===== src/pkg/host_port_cfg.svh =====
// What this block does
// Separate-address mode latches address from address pins
// Host holds latch strobe high in separate mode
// Multiplexed mode latches top address bit and shared lines
// Strobes ignored while chip select high
// Write strobe low performs register write
// Direction high reads, low writes
// Read strobe low returns register data
// Read data driven from data strobe fall
// Write data captured at data strobe rise
// Separate mode selects register from address pins
// Low address pins ignored when multiplexed
// Shared lines form bidirectional 8-bit data bus
// Multiplexed low address comes from shared lines
// Ready low once access completed
// Interrupt pin polarity selectable by config register
// Interrupt pin push-pull or open-drain selectable
// Interrupt pin usable as software output
// Interface select latched at reset, four codes
// Data lines driven only during selected read
`ifndef HOST_PORT_CFG_SVH
`define HOST_PORT_CFG_SVH

// ----------------------------------------
// Interface select codes
// ----------------------------------------
`define SEL_SEP_MUX      3'h2
`define SEL_SEP_DIRECT   3'h3
`define SEL_DIR_DIRECT   3'h4
`define SEL_DIR_MUX      3'h6

// ----------------------------------------
// Host-side register addresses
// ----------------------------------------
`define ADDR_IRQ_CFG     9'h0_1f0
`define ADDR_PORT_SEL    9'h0_1f1

// ----------------------------------------
// Interrupt configuration bits and reset
// ----------------------------------------
`define IRQ_BIT_HIGH     0
`define IRQ_BIT_OD       1
`define IRQ_BIT_GPO      2
`define IRQ_BIT_GPV      3
`define IRQ_CFG_RST      8'h00

// ----------------------------------------
// AHB register offsets
// ----------------------------------------
`define AHB_MIRROR_ADDR  12'h000
`define AHB_MIRROR_DATA  12'h004
`define AHB_STATUS       12'h008
`define AHB_IRQ_CFG      12'h00c

`define BOOT_LAST_CYCLE  2'h3

`endif


===== src/pkg/host_port_pkg.sv =====
`default_nettype none
package host_port_pkg;
  typedef enum logic [1:0] {
    st_idle = 2'b00,
    st_busy = 2'b01,
    st_done = 2'b10
  } cycle_state_type;

  typedef struct packed {
    logic       active_high;
    logic       open_drain;
    logic       gpo_mode;
    logic       gpo_value;
  } irq_cfg_type;

  typedef struct packed {
    logic       cs_n;
    logic       wr_n;
    logic       rd_n;
    logic       ale;
  } strobe_type;
endpackage
`default_nettype wire


===== src/rtl/parallel_register_host_port.sv =====
`timescale 1ns/100ps
`default_nettype none
`include "host_port_cfg.svh"

module parallel_register_host_port
  import host_port_pkg::*;
#(
  parameter int ADDR_W = 9,
  parameter int DATA_W = 8
) (
  // Clock and reset
  input  wire logic              hclk,
  input  wire logic              hresetn,
  // Parallel host pins
  input  wire logic [ADDR_W-1:0] addr_pin,
  input  wire logic [DATA_W-1:0] ad_in,
  output logic      [DATA_W-1:0] ad_out,
  output logic                   ad_oe,
  input  wire logic              ale,
  input  wire logic              cs_n,
  input  wire logic              wr_n,
  input  wire logic              data_strobe_n,
  input  wire logic [2:0]        host_port_select,
  output logic                   ready_n,
  // Interrupt pin
  input  wire logic              irq_event,
  output logic                   irq_out,
  output logic                   irq_oe,
  // AHB-Lite register side
  input  wire logic              hsel,
  input  wire logic [31:0]       haddr,
  input  wire logic [1:0]        htrans,
  input  wire logic              hwrite,
  input  wire logic [2:0]        hsize,
  input  wire logic [31:0]       hwdata,
  input  wire logic              hready,
  output logic      [31:0]       hrdata,
  output logic                   hreadyout,
  output logic                   hresp
);

  // Decode below is fixed to these widths
  if (ADDR_W != 9 || DATA_W != 8) begin : g_bad_size
    $error("host port needs 9 address and 8 data bits");
  end

  // ----------------------------------------
  // Pin synchronisers
  // ----------------------------------------
  strobe_type              stb_m_q, stb_q;
  logic [ADDR_W-1:0]       a_m_q, a_q;
  logic [DATA_W-1:0]       d_m_q, d_q;
  logic [2:0]              sel_m_q, sel_q;
  // Strobes reset inactive so release never looks like an access

  always_ff @(posedge hclk or negedge hresetn) begin
    if (!hresetn) begin
      stb_m_q <= '1;
      stb_q   <= '1;
      a_m_q   <= '0;
      a_q     <= '0;
      d_m_q   <= '0;
      d_q     <= '0;
      sel_m_q <= '0;
      sel_q   <= '0;
    end else begin
      stb_m_q <= '{cs_n: cs_n, wr_n: wr_n, rd_n: data_strobe_n, ale: ale};
      stb_q   <= stb_m_q;
      a_m_q   <= addr_pin;
      a_q     <= a_m_q;
      d_m_q   <= ad_in;
      d_q     <= d_m_q;
      sel_m_q <= host_port_select;
      sel_q   <= sel_m_q;
    end
  end

  // ----------------------------------------
  // Mode latched while reset settles
  // ----------------------------------------
  // Reset can't sample pins, so the select is captured on the first
  // clocked cycles after release, before any access is accepted.
  logic [2:0] mode_q;
  logic [1:0] boot_q;
  logic       boot_done;
  assign boot_done = (boot_q == `BOOT_LAST_CYCLE);

  always_ff @(posedge hclk or negedge hresetn) begin
    if (!hresetn) begin
      boot_q <= 2'h0;
      mode_q <= 3'h0;
    end else if (!boot_done) begin
      boot_q <= boot_q + 2'h1;
      mode_q <= sel_q;
    end
  end

  // Unused codes leave mode_ok low and the port deaf
  logic dir_style, muxed, mode_ok;
  assign dir_style = (mode_q == `SEL_DIR_DIRECT) || (mode_q == `SEL_DIR_MUX);
  assign muxed     = (mode_q == `SEL_SEP_MUX) || (mode_q == `SEL_DIR_MUX);
  assign mode_ok   = boot_done && (dir_style || mode_q == `SEL_SEP_DIRECT ||
                                   mode_q == `SEL_SEP_MUX);

  // ----------------------------------------
  // Address latch
  // ----------------------------------------
  // Transparent while strobe high, holds on fall; in separate mode the
  // host normally ties it high, so the pins flow straight through.
  logic [ADDR_W-1:0] addr_q;
  always_ff @(posedge hclk or negedge hresetn) begin
    if (!hresetn) begin
      addr_q <= '0;
    end else if (stb_q.ale) begin
      if (muxed) begin
        addr_q <= {a_q[ADDR_W-1], d_q};
      end else begin
        addr_q <= a_q;
      end
    end
  end

  // ----------------------------------------
  // Cycle decode
  // ----------------------------------------
  logic sel_act, rd_act, wr_act, rd_strobe_q;
  assign sel_act = mode_ok && !stb_q.cs_n;
  assign rd_act  = sel_act && (dir_style ? (!stb_q.rd_n && stb_q.wr_n)
                                         : !stb_q.rd_n);
  assign wr_act  = sel_act && (dir_style ? (!stb_q.rd_n && !stb_q.wr_n)
                                         : !stb_q.wr_n);

  cycle_state_type state_q;
  logic            wr_dir_q;
  logic            wr_pulse;
  logic [7:0]      mirror_addr_q, mirror_data_q;
  irq_cfg_type     irq_cfg_q;
  logic [7:0]      reg_rdata;

  // Separate style writes on strobe assertion; direction style writes
  // at the strobe's rising edge, so data settle during the pulse.
  // A held strobe moves on to done first, so the rise is taken there too.
  assign wr_pulse = dir_style ? (state_q != st_idle && wr_dir_q && stb_q.rd_n)
                              : (state_q == st_idle && wr_act);

  always_ff @(posedge hclk or negedge hresetn) begin
    if (!hresetn) begin
      state_q  <= st_idle;
      wr_dir_q <= 1'b0;
    end else begin
      unique case (state_q)
        st_idle: begin
          wr_dir_q <= wr_act;
          if (rd_act || wr_act) begin
            state_q <= dir_style ? st_busy : st_done;
          end
        end
        st_busy: begin
          if (stb_q.rd_n || stb_q.cs_n) begin
            state_q <= st_idle;
          end else begin
            state_q <= st_done;
          end
        end
        st_done: begin
          if (!rd_act && !wr_act) begin
            state_q <= st_idle;
          end
        end
        default: state_q <= st_idle;
      endcase
    end
  end

  // Ready stands until the synced strobe or select drops

  // ----------------------------------------
  // Ready and data drivers
  // ----------------------------------------
  always_ff @(posedge hclk or negedge hresetn) begin
    if (!hresetn) begin
      ready_n     <= 1'b1;
      rd_strobe_q <= 1'b0;
      ad_out      <= '0;
    end else begin
      ready_n     <= !((state_q == st_done) && (rd_act || wr_act));
      rd_strobe_q <= rd_act;
      if (rd_act) begin
        ad_out <= reg_rdata;
      end
    end
  end
  assign ad_oe = rd_strobe_q && rd_act;

  // ----------------------------------------
  // Host-visible registers
  // ----------------------------------------
  // Host bit layout: the struct's field order is not the byte's
  function automatic irq_cfg_type cfg_from_bits(input logic [3:0] b);
    irq_cfg_type c;
    c.active_high = b[`IRQ_BIT_HIGH];
    c.open_drain  = b[`IRQ_BIT_OD];
    c.gpo_mode    = b[`IRQ_BIT_GPO];
    c.gpo_value   = b[`IRQ_BIT_GPV];
    return c;
  endfunction

  function automatic logic [3:0] cfg_to_bits(input irq_cfg_type c);
    logic [3:0] b;
    b[`IRQ_BIT_HIGH] = c.active_high;
    b[`IRQ_BIT_OD]   = c.open_drain;
    b[`IRQ_BIT_GPO]  = c.gpo_mode;
    b[`IRQ_BIT_GPV]  = c.gpo_value;
    return b;
  endfunction

  always_comb begin
    unique case (addr_q)
      `ADDR_IRQ_CFG:  reg_rdata = {4'h0, cfg_to_bits(irq_cfg_q)};
      `ADDR_PORT_SEL: reg_rdata = {5'h00, mode_q};
      default:        reg_rdata = (addr_q[7:0] == mirror_addr_q) ? mirror_data_q : 8'h00;
    endcase
  end

  // ----------------------------------------
  // AHB side decode
  // ----------------------------------------
  logic        ahb_wr_q;
  logic [11:0] ahb_addr_q;
  logic        ahb_req;
  assign ahb_req = hsel && hready && htrans[1];

  always_ff @(posedge hclk or negedge hresetn) begin
    if (!hresetn) begin
      ahb_wr_q   <= 1'b0;
      ahb_addr_q <= 12'h000;
    end else begin
      ahb_wr_q   <= ahb_req && hwrite;
      ahb_addr_q <= ahb_req ? haddr[11:0] : ahb_addr_q;
    end
  end

  // Host write wins; an AHB write in the same cycle is dropped
  always_ff @(posedge hclk or negedge hresetn) begin
    if (!hresetn) begin
      irq_cfg_q     <= cfg_from_bits(4'(`IRQ_CFG_RST));
      mirror_addr_q <= 8'h00;
      mirror_data_q <= 8'h00;
    end else if (wr_pulse) begin
      if (addr_q == `ADDR_IRQ_CFG) begin
        irq_cfg_q <= cfg_from_bits(d_q[3:0]);
      end else begin
        mirror_addr_q <= addr_q[7:0];
        mirror_data_q <= d_q;
      end
    end else if (ahb_wr_q) begin
      unique case (ahb_addr_q)
        `AHB_MIRROR_ADDR: mirror_addr_q <= hwdata[7:0];
        `AHB_MIRROR_DATA: mirror_data_q <= hwdata[7:0];
        `AHB_IRQ_CFG:     irq_cfg_q     <= cfg_from_bits(hwdata[3:0]);
        default:          ;
      endcase
    end
  end

  always_comb begin
    unique case (ahb_addr_q)
      `AHB_MIRROR_ADDR: hrdata = {24'h00_0000, mirror_addr_q};
      `AHB_MIRROR_DATA: hrdata = {24'h00_0000, mirror_data_q};
      `AHB_STATUS:      hrdata = {24'h00_0000, 2'h0, state_q, mode_ok, mode_q};
      `AHB_IRQ_CFG:     hrdata = {28'h000_0000, cfg_to_bits(irq_cfg_q)};
      default:          hrdata = 32'h0000_0000;
    endcase
  end
  // Zero wait: hrdata decodes the address taken in the address phase
  assign hreadyout = 1'b1;
  assign hresp     = 1'b0;

  // ----------------------------------------
  // Interrupt pin
  // ----------------------------------------
  // Open-drain only ever pulls low, so a high irq_level there is
  // realised by releasing the pin, and a low one by driving it low.
  logic irq_level;
  always_comb begin
    if (irq_cfg_q.gpo_mode) begin
      irq_level = irq_cfg_q.gpo_value;
    end else begin
      irq_level = irq_cfg_q.active_high ? irq_event : !irq_event;
    end
  end

  always_ff @(posedge hclk or negedge hresetn) begin
    if (!hresetn) begin
      irq_out <= 1'b0;
      irq_oe  <= 1'b0;
    end else begin
      irq_out <= irq_cfg_q.open_drain ? 1'b0 : irq_level;
      irq_oe  <= irq_cfg_q.open_drain ? !irq_level : 1'b1;
    end
  end

endmodule
`default_nettype wire


===== config.mk =====
export PLATFORM = sky130hd
export DESIGN_NAME = parallel_register_host_port
export DESIGN_NICKNAME = d
export VERILOG_FILES = /design/src/pkg/host_port_pkg.sv /design/src/rtl/parallel_register_host_port.sv
export VERILOG_INCLUDE_DIRS = /design/src /design/src/pkg
export SDC_FILE = /design/constraint.sdc
export NUM_CORES = 1
export LEC_CHECK = 0
export BUFFER_PORTS_ARGS = -buffer_cell sky130_fd_sc_hd__buf_2
export CORE_MARGIN = 3
export CORE_UTILIZATION = 49
export DETAILED_ROUTE_END_ITERATION = 10
export GPL_TIMING_DRIVEN = 0
export PLACE_DENSITY_LB_ADDON = 0.15
export SLEW_MARGIN = 10
export SYNTH_ARGS = -nofsm -noshare
export SYNTH_HDL_FRONTEND = slang
export SYNTH_SLANG_ARGS = --single-unit

===== constraint.sdc =====
create_clock -name hclk -period 3 [get_ports hclk]
set_clock_uncertainty 0.1 [all_clocks]
set_input_delay 0.3 -clock hclk [delete_from_list [all_inputs] [get_ports hclk]]
set_output_delay 0.3 -clock hclk [all_outputs]
set_load 0.01 [all_outputs]

======== Yosys cells after proc, flatten, opt, wreduce, memory -nomap -nowiden ========
Index checks and enable logic that the tools add are counted.
word-level totals
  bits in registers ....................... 110
  bits in latches ......................... 0
  RAM bits ................................ 0
  ROM bits ................................ 0
  input port bits ......................... 99
  output and inout bits ................... 46
  logic and storage cells ................. 118
  memories ................................ 0
cells by class
  add/subtract/negate cells ............... 1
  multipliers ............................. 0
  divide/modulo/power cells ............... 0
  magnitude comparators ................... 0
  equal/unequal tests ..................... 17
  shift-type cells ........................ 0
  muxes and demuxes ....................... 28
  bitwise operators ....................... 0
  reductions and logical operators ........ 40
operators with widths
  kind                   number
  $mux W8                10
  $pmux W8 S4            1
  $eq A12 B4 Y1 const B  2
  $eq A9 B9 Y1 const B   2
  $mux W4                4
  $pmux W8 S2            1
  $logic_and A1 B1 Y1    15
  $eq A12 B3 Y1 const B  1
  $logic_not A12 Y1      1
  $reduce_bool A2 Y1     5
  $reduce_and A3 Y1      3
  $eq A8 B8 Y1           1
  $logic_not A1 Y1       8
  $mux W2                4
  $mux W1                7
  $eq A3 B2 Y1 const B   2
  $eq A3 B3 Y1 const B   2
  $logic_or A1 B1 Y1     6
  $pmux W2 S3            1
  $eq A2 B2 Y1 const B   2
  $ne A2 B1 Y1 const B   2
  $ne A2 B2 Y1 const B   2
  $add A2 B1 Y2 const B  1
  $eq A2 B1 Y1 const B   1
  2 further kinds        2

======== Longest topological paths before layout ========
Gate-level depths: netlist (run 1).
  word-level depth ........................ 11
  depth in mapped cells ................... 7
  mapped depth without buffers ............ 5

======== Least setup slack after synthesis (run 1) ========
OpenSTA, ideal clock, no wires.
  path type ............................... register -> register
  start ................................... reg boot_q[0]
  end ..................................... reg mirror_addr_q[4]
  arrival ................................. 2128 ps
  required time ........................... 2775 ps
  slack ................................... 647 ps
  stages on the path, launching flop included .. 8
  clock period less this slack ............ 2353 ps
  cells stage by stage .................... dfrtp_1 -> ha_1 -> clkbuf_1 -> o211a_1 -> a2bb2oi_2 -> buf_4 -> mux2_2 -> mux2_4
between the ends
  cells in the longest elaborated chain, start to end .. 8
  elaborated cells on any way between the ends .. 11
  classes of those cells .................. eq/ne: 2; mux: 2; reduce/logical: 7
ends and longest elaborated chain
  what                                                                        line                                text
  start, declared                                                             parallel_register_host_port.sv:84   logic [1:0] boot_q;
  start signal, assigned                                                      parallel_register_host_port.sv:93   boot_q <= boot_q + 2'h1;
  $eq A2 B2 Y1 (no source line) *                                             --
  $logic_and A1 B1 Y1 *                                                       parallel_register_host_port.sv:102  assign mode_ok = boot_done && (dir_style || mode_q == `SEL_SEP_DIRECT ||
  $logic_and A1 B1 Y1 *                                                       parallel_register_host_port.sv:127  assign sel_act = mode_ok && !stb_q.cs_n;
  $logic_and A1 B1 Y1 *                                                       parallel_register_host_port.sv:130  assign wr_act = sel_act && (dir_style ? (!stb_q.rd_n && !stb_q.wr_n)
  $logic_and A1 B1 Y1 *                                                       parallel_register_host_port.sv:144  : (state_q == st_idle && wr_act);
  $mux W1 *                                                                   parallel_register_host_port.sv:143  assign wr_pulse = dir_style ? (state_q != st_idle && wr_dir_q && stb_q.rd_n)
  $ne A2 B2 Y1 (no source line) / $reduce_bool A2 Y1 (equally long branches)  --
  $reduce_and A3 Y1 (no source line)                                          --
  end signal, assigned                                                        parallel_register_host_port.sv:253  mirror_addr_q <= addr_q[7:0];
  end signal, assigned                                                        parallel_register_host_port.sv:258  `AHB_MIRROR_ADDR: mirror_addr_q <= hwdata[7:0];
  end, declared                                                               parallel_register_host_port.sv:136  logic [7:0] mirror_addr_q, mirror_data_q;
Mark *: on every way between the ends. The rest lies on a longest branch, timed or not.
A chain may end at the register's enable or synchronous reset.

======== Worst setup path in the final report (run 1) ========
  start ................................... reg addr_q[3]
  end ..................................... reg mirror_data_q[4]
between the ends
  cells in the longest elaborated chain, start to end .. 3
ends and longest elaborated chain
  what                                line                                text
  start, declared                     parallel_register_host_port.sv:110  logic [ADDR_W-1:0] addr_q;
  start signal, assigned              parallel_register_host_port.sv:116  addr_q <= {a_q[ADDR_W-1], d_q};
  start signal, assigned              parallel_register_host_port.sv:118  addr_q <= a_q;
  $eq A9 B9 Y1                        --
  $ne A2 B2 Y1 (no source line)       --
  $reduce_and A3 Y1 (no source line)  --
  end signal, assigned                parallel_register_host_port.sv:254  mirror_data_q <= d_q;
  end signal, assigned                parallel_register_host_port.sv:259  `AHB_MIRROR_DATA: mirror_data_q <= hwdata[7:0];
  end, declared                       parallel_register_host_port.sv:136
No other way between the ends.

==> metrics, run 1 <==
Main synth FF type=dfrtp_1; Initial Util=51.6%; critical path endpoint category=flop; fraction of layout cells with a size suffix above 1=36.7%; area grow syn2layout=23.2%; sequential share of power=56.8%; vias=2894; Clk pwr share=26.7%; Tot Pwr=3120 uW; Cell Chain, Critical Path=nand4b_1 -> nor4_1 -> nor2b_1 -> mux2_2 -> buf_4 -> mux2_2; DR vias/cell=4.86; GRT overflow=0; CTS Buf Count=9; Mapped Cells=350; Final HPWL DP=6310 microns; Die Ht=103 microns; Yosys reg bits=110; First-pass DRT Iterations=4; remaining antenna violation count=0; Slew HR=22.9%; initial antenna violation count=0; Synth Area per Inst=13.1 sq um; CTS tree=built; Leak=0.00274 uW; cell count after placement=553; CTS HTree Levels=3; io pins=145; clock slew at the register clock pins of the worst setup and hold paths=110 ps; maximum clock insertion buffer count=2; CP Class=reg2reg; CP dominant cell by count=mux2_2; Crit path max-delay family=simple AND/OR/NAND/NOR gates; Slew Limit Fails=0; vias in the first global route=2867; R2R Setup Slk=160 ps; CTS Root Buffer Type=clkbuf_8; clock tree sinks=110; startpoint type of the worst setup path=flop; drt initial violations=96; Yosys top cell area share=55.1%; Die Wd=103 microns; Worst path slowest cell=nor4_1; diode count=0; Worst-Margin Slew=1150 ps; Gate power share=16.5%; switching share of power=27.5%; PwrDens=552 nW/um^2; Final #Nets=583; Max Fanout on Critical Path=8; PortBufs=70; register area share after synthesis=60.2%; Hold/Removal Path Class=in2reg; total core area=8890 sq um; Max Freq=0.352 GHz; Finished Layout Cells=596; WP data arrival=3000 ps; Avg WL per Cell=14.9 microns; Min Clock Period, post-route=2840 ps; P_sw=859 uW; max incr delay on CP=620 ps; synthesized area=4590 sq um; MaxCap Viol Count=0; Post-synth EDFFs=0; die area=10600 sq um; status=completed; Final TNS setup=0 ps; GP Congestion=0.840; Post-route DRC=0; RSZ-0062 raised after global routing=no; Row Count=34; largest area contributor in the netlist=dfrtp_1; Netlist cell types=38; Synth async-reset ratio=100%; Critical Path RT=3170 ps; final hold violation count=0; maximum number of pins on one net before global-route repair=87; worst skew pair latency=370 ps; fin crit share=94.6%; Yosys warning total=0; synth top area cells=dfrtp_1 55%, mux2_2 8.3%, mux2i_1 5.7%, dfstp_2 5.2%, buf_4 4.6%; internal power=2260 uW; Buf/Inv on CP=1; VDD IR-drop max=0.280 mV; first-pass GRT wire length=14000 microns; drt total wl=8880 microns; final setup fails=0; GRT Total Usage=17.5%
registers in the layout (all words and copies together), names as in the netlist, 8 cells and up:
signal / count
d_q: 8
a_q: 9
mirror_data_q: 8
addr_q: 9
ahb_addr_q: 12
ad_out: 8
mirror_addr_q: 8
d_m_q: 8
a_m_q: 9
synth_stat cells (8+ instances only):
master / n
dfrtp_1: 101
mux2_2: 34
buf_4: 28
mux2i_1: 26
nor2_1: 23
inv_1: 15
nand2_1: 13
a21oi_1: 11
nand3_1: 11
dfstp_2: 9
xnor2_1: 9
mux2_4: 8
o21ai_0: 8
logic make-up after synthesis:
| family | after synthesis | share of synthesized area [%] |
|---|---|---|
| AO/OA/AOI/OAI | 26 | 3.52 |
| XOR/XNOR | 10 | 1.91 |
| adder cells (fa/ha/maj) | 1 | 0.273 |
| buffers and inverters | 54 | 7.00 |
| flip-flops | 110 | 60.2 |
| multiplexers | 72 | 18.6 |
| other | 2 | 0.164 |
| AND/OR/NAND/NOR | 75 | 8.34 |
path summary, 6_finish.rpt:
path | start | end | cells past startpoint
min | hwrite | ahb_wr_q | 3
max | addr_q[3] | mirror_data_q[4] | 6
max reg2reg | addr_q[3] | mirror_data_q[4] | 6
min reg2reg | a_m_q[1] | a_q[1] | 0
max in group asynchronous | hresetn | stb_m_q[0] | 3
min in group asynchronous | hresetn | ad_out[5] | 2
layout make-up:
type	instances	area, sq um
Fill cell	712	3240
Buffer	39	265
Multi-Input combinational cell	210	1600
Clock inverter	6	53.8
Sequential cell	110	2760
Timing Repair Buffer	98	649
Tap cell	108	135
Inverter	15	56.3
Clock buffer	10	128
layout by cell type, fill, tap and decap left out, types with 4 or more instances in the layout:
cell           Yosys  routed
nand2_1           13      13
nor3_1             5       5
nor4_1             5       5
nor2b_1            4       4
mux4_2             4       4
dlygate4sd3_1      0      25
a21oi_1           11      11
buf_2              0      69
clkbuf_8           0       9
nand3_1           11      11
conb_1             2      26
inv_1             15      15
dfstp_2            9       9
mux2_4             8       8
buf_4             28      30
dfrtp_1          101     101
o21ai_0            8       8
xnor2_1            9       9
mux2_2            34      34
clkbuf_1           6       7
mux2i_1           26      26
nor2_1            23      23
what timing repair did:
item,in CTS,in global routing
hold endpoints to repair,48,0
pin swaps,0,1
gates resized for setup,1,0
hold buffers,25,0
setup endpoints to repair,1,1
setup buffers,0,2
metrics by stage:
| step | util, % | instance area, sq um | hold WS, ps | setup slack [ps] |
|---|---|---|---|---|
| floorplan | - | 4680 | -95.6 | 647 |
| global placement | 58.1 | 5170 | 233 | 218 |
| detailed placement | 58.5 | 5200 | 73.8 | 156 |
| CTS | 63.4 | 5640 | 24.1 | 147 |
| global route | 63.6 | 5660 | 33.2 | 59.4 |
| finish | 63.6 | 5660 | 28.0 | 163 |
worst reg2reg max path: cells and delay by family, from the launching register on:
kind,cells,cell delay (ps)
flops,1,430
simple gates,3,1380
buf+inv,1,190
mux,2,630
routing by layer:
| metal | GRT usage, % | routed length, microns |
|---|---|---|
| met4 | 6.37 | 154 |
| met5 | 0 | 0 |
| met1 | 23.7 | 4010 |
| met2 | 28.4 | 4170 |
| met3 | 3.38 | 545 |
power groups by stage:
| stage | combinational [uW] | clock, uW | sequential [uW] |
|---|---|---|---|
| 3_5_place_dp | 490 | 0 | 1800 |
| 3_3_place_gp | 473 | 0 | 1790 |
| 6_report | 515 | 832 | 1770 |
| 2_1_floorplan | 350 | 0 | 1770 |
| 4_1_cts | 518 | 856 | 1770 |
| 5_1_grt | 572 | 912 | 1800 |
No activity file was read; power rests on OpenSTA's default activity.
==> run 2: changes to the inputs <==
--- a/config.mk
+++ b/config.mk
@@ -9,3 +9,2 @@
 export BUFFER_PORTS_ARGS = -buffer_cell sky130_fd_sc_hd__buf_2
-export CORE_MARGIN = 3
 export CORE_UTILIZATION = 49
==> constraint.sdc (replaced) <==
create_clock -name hclk -period 3 [get_ports hclk]
set_clock_uncertainty 0.1 [all_clocks]
set_input_delay 0.9 -clock hclk [delete_from_list [all_inputs] [get_ports hclk]]
set_output_delay 0.9 -clock hclk [all_outputs]
set_load 0.01 [all_outputs]
==> metrics, run 2 (synthesis results as in run 1) <==
status=completed; VDD IR-drop max=0.304 mV; io pins=145; clock tree sinks=110; Crit path max-delay family=multiplexers; Post-route DRC=0; drt total wl=8280 microns; Die Wd=98.8 microns; fin crit share=96.9%; Buf/Inv on CP=1; Hold/Removal Path Class=reg2reg; final hold violation count=0; Min Clock Period, post-route=2910 ps; cell area after layout=5470 sq um; critical path endpoint category=output pin; CTS tree=built; Final HPWL DP=5890 microns; CTS Buf Count=9; CTS Root Buffer Type=clkbuf_8; Worst path slowest cell=mux4_2; CP Class=reg2out; GRT overflow=0; Max Freq=0.344 GHz; vias in the first global route=2771; final setup fails=0; Row Count=34; GRT Total Usage=18.4%; Leak=0.00267 uW; PwrDens=585 nW/um^2; fraction of layout cells with a size suffix above 1=41.0%; Finished Core Util=61.5%; most frequent cells in the layout=96 x dfrtp_1, 69 x buf_2, 34 x mux2_2, 30 x buf_4; Initial Util=51.6%; Slew Limit Fails=0; Final WS setup=94.4 ps; Critical Path RT=2000 ps; Worst-Margin Slew=1050 ps; total core area=8890 sq um; Tot Pwr=3190 uW; First-pass DRT Iterations=4; maximum number of pins on one net before global-route repair=64; worst skew pair latency=360 ps; Final #Nets=556; Avg WL per Cell=14.5 microns; drt initial violations=86; max incr delay on CP=490 ps; Die Ht=98.8 microns; Placed Area=5200 sq um; initial antenna violation count=0; startpoint type of the worst setup path=flop; DR vias/cell=4.90; MaxCap Viol Count=0; most common cell after layout, fill and taps aside=dfrtp_1; Slew HR=29.3%; area grow syn2layout=19.1%; Layout fillers=712; CTS HTree Levels=3; Place WS=-165 ps; GP Congestion=0.836; Max Fanout on Critical Path=5; die area=9760 sq um; Sequential cell area=2770 sq um; Reg with most FFs=ahb_addr_q; vias=2788; first-pass GRT wire length=13600 microns; area of the multi-input gates=1630 sq um; Cell Chain, Critical Path=nor2b_1 -> o21ai_1 -> mux4_2 -> nor2_1 -> buf_2; WP data arrival=1910 ps; PortBufs=70; remaining antenna violation count=0; number of flip-flops in the largest register=12; clock slew at the register clock pins of the worst setup and hold paths=100 ps; maximum clock insertion buffer count=2; diode count=0
[run 2: layout make-up]
type / count / area share (%)
inverters: 15 / 1.03
clock buffers: 11 / 2.77
flip-flops and latches: 110 / 50.7
well taps: 108 / 2.47
repair buffers: 72 / 7.17
plain buffers: 38 / 4.88
multi-input cells: 210 / 29.8
clock inverters: 5 / 1.17
[run 2: what timing repair did]
item | 4_1_cts | 5_1_grt
hold buffers | 0 | 0
endpoints found under the setup margin | 4 | 6
buffers inserted | 1 | 0
pin swaps | 1 | 0
gates resized for setup | 6 | 9
cloned | 0 | 0
[run 2: per-layer routing]
| layer | routed length (microns) | global-route usage (%) | vias to the layer above |
|---|---|---|---|
| li1 | - | - | 1351 |
| met1 | 3680 | 24.6 | 1324 |
| met2 | 3950 | 29.5 | 105 |
| met3 | 503 | 4.68 | 8 |
| met4 | 138 | 6.20 | 0 |
| met5 | 0 | 0 | - |
[run 2: worst paths after layout]
check	from	to	slack (ps)	cells past startpoint
worst max-delay path	mode_q[1]	hrdata[3]	90	5
worst min-delay path	d_m_q[1]	d_q[1]	250	0
worst max register to register	addr_q[3]	mirror_data_q[4]	230	6
worst min register to register	d_m_q[1]	d_q[1]	250	0
max in group asynchronous	hresetn	stb_m_q[3]	1770	2
min in group asynchronous	hresetn	mirror_data_q[6]	350	1
[run 2: where the power goes]
| part | total (uW) | internal, uW | leakage, uW | switching, uW |
|---|---|---|---|---|
| clock | 929 | 439 | 0.000107 | 490 |
| combinational | 493 | 279 | 0.00128 | 213 |
| sequential | 1770 | 1650 | 0.00128 | 123 |
| total | 3190 | 2370 | 0.00267 | 826 |
[run 2: per-stage QoR]
stage	hold WS, ps	TNS [ps]	std cells
floorplan	231	0	374
global placement	233	-23090	552
global route	263	-2.13	569
finish	255	0	569
CTS	257	0	569
detailed placement	235	-165	553
[run 2: worst register-to-register path, stage by stage, from the launching register on]
cell and delay [ps]:
dfrtp_1 420, nand4b_1 180, nor4_1 690, nor2b_1 490, mux2_2 240, buf_4 200
mux2_2 350
==> run 3: changes to the inputs <==
- CTS_BUF_LIST: not set -> sky130_fd_sc_hd__clkbuf_4 sky130_fd_sc_hd__clkbuf_8
- clock period: 3 -> 2.9 ns (I/O delays scaled with it)
==> metrics, run 3 (synthesis results as in run 1) <==
status=completed; Finished Core Util=61.9%; Place WS=-235 ps; hold_ws=255 ps; number of flip-flops in the largest register=12; worst skew pair latency=360 ps; CP Class=reg2out; Critical Path RT=1930 ps; Post-route DRC=0; Post-CTS Hold Buffers=0; Row Count=34; max incr delay on CP=460 ps; Avg WL per Cell=14.5 microns; vias in the first global route=2773; GRT Total Usage=18.5%; Worst path slowest cell=mux4_2; Initial Util=51.6%; RSZ-0062 raised after global routing=yes; most common cell after layout, fill and taps aside=dfrtp_1; diode count=0; remaining antenna violation count=0; Cell Chain, Critical Path=nor2b_1 -> o21ai_2 -> mux4_2 -> nor2_1 -> buf_2; Slew HR=29.5%; critical path endpoint category=output pin; First-pass DRT Iterations=4; fraction of layout cells with a size suffix above 1=41.6%; Slew Limit Fails=0; MaxCap Viol Count=0; clock slew at the register clock pins of the worst setup and hold paths=100 ps; drt initial violations=76; Layout fillers=708; VDD IR-drop max=0.317 mV; area grow syn2layout=19.9%; Final WS setup=77.2 ps; maximum number of pins on one net before global-route repair=64; Leak=0.00268 uW; startpoint type of the worst setup path=flop; Die Ht=98.8 microns; Final HPWL DP=5890 microns; first-pass GRT wire length=13600 microns; vias=2779; Max Fanout on Critical Path=5; GP Congestion=0.836; GRT overflow=0; PwrDens=602 nW/um^2; Hold/Removal Path Class=reg2reg; initial antenna violation count=0; area of the multi-input gates=1640 sq um; most frequent cells in the layout=97 x dfrtp_1, 69 x buf_2, 34 x mux2_2, 33 x buf_4; total core area=8890 sq um; CTS tree=built; maximum clock insertion buffer count=2; Reg with most FFs=ahb_addr_q; CTS HTree Levels=3; Sequential cell area=2770 sq um; fin crit share=97.3%; Max Freq=0.354 GHz; CTS Root Buffer Type=clkbuf_8; drt total wl=8310 microns; DR vias/cell=4.86; die area=9760 sq um; PortBufs=70; io pins=145; Worst-Margin Slew=1050 ps; Min Clock Period, post-route=2820 ps; WP data arrival=1850 ps; final hold violation count=0; clock tree sinks=110; CTS Buf Count=9; final setup fails=0; Finished Layout Cells=572; cell count after placement=553; Die Wd=98.8 microns; Final #Nets=559
-- run 3: changes by cell type in the layout (fill, tap and decap cells not counted), sizes merged --
cell    delta
clkbuf     -1
buf        +4
-- run 3: timing repair --
item,CTS,global route
buffers inserted,3,2
gates cloned,0,0
hold endpoints to repair,0,0
gates resized for setup,10,6
endpoints found under the setup margin,8,10
pin swaps,1,0
-- run 3: worst paths after layout --
path / start / end / slack, ps / cells past startpoint
max: mode_q[1] / hrdata[3] / 80 / 5
min: d_m_q[1] / d_q[1] / 250 / 0
max reg2reg: mode_q[1] / mirror_data_q[7] / 230 / 6
min reg2reg: d_m_q[1] / d_q[1] / 250 / 0
max in group asynchronous: hresetn / stb_m_q[3] / 1690 / 2
min in group asynchronous: hresetn / mirror_data_q[6] / 320 / 1
-- run 3: power by group --
part | internal [uW] | switching, uW | leakage (uW)
logic | 293 | 212 | 0.00130
clock network | 455 | 509 | 0.000107
registers | 1710 | 138 | 0.00128
total | 2450 | 859 | 0.00268
-- run 3: per-layer routing --
layer  vias up  global-route usage, %  wire length, microns
li1       1360                      -                     -
met1      1325                   24.8                  3770
met2        88                   29.9                  4010
met3         6                   4.68                   436
met4         0                   5.40                    92
met5         -                      0                     0
-- run 3: critical path, delay by kind of cell, from the launching register on --
kind	cells	cell delay (ps)
mux	1	460
flops	1	440
simple gates	2	340
buf+inv	1	140
compound gates	1	100
-- run 3: per-stage QoR --
stage	TNS [ps]	power, uW	cell area (sq um)
2_1_floorplan	0	2190	4680
3_3_place_gp	-30230	2340	5170
3_5_place_dp	-237	2370	5200
4_1_cts	0	3330	5470
5_1_grt	-13.6	3480	5500
6_report	0	3310	5500
-- run 3: cell type report --
type / count / share of cell area (%)
plain buffers: 37 / 4.82
clock buffers: 11 / 2.75
clock inverters: 5 / 1.16
inverters: 15 / 1.02
multi-input cells: 210 / 29.8
flip-flops and latches: 110 / 50.3
well taps: 108 / 2.46
repair buffers: 76 / 7.66
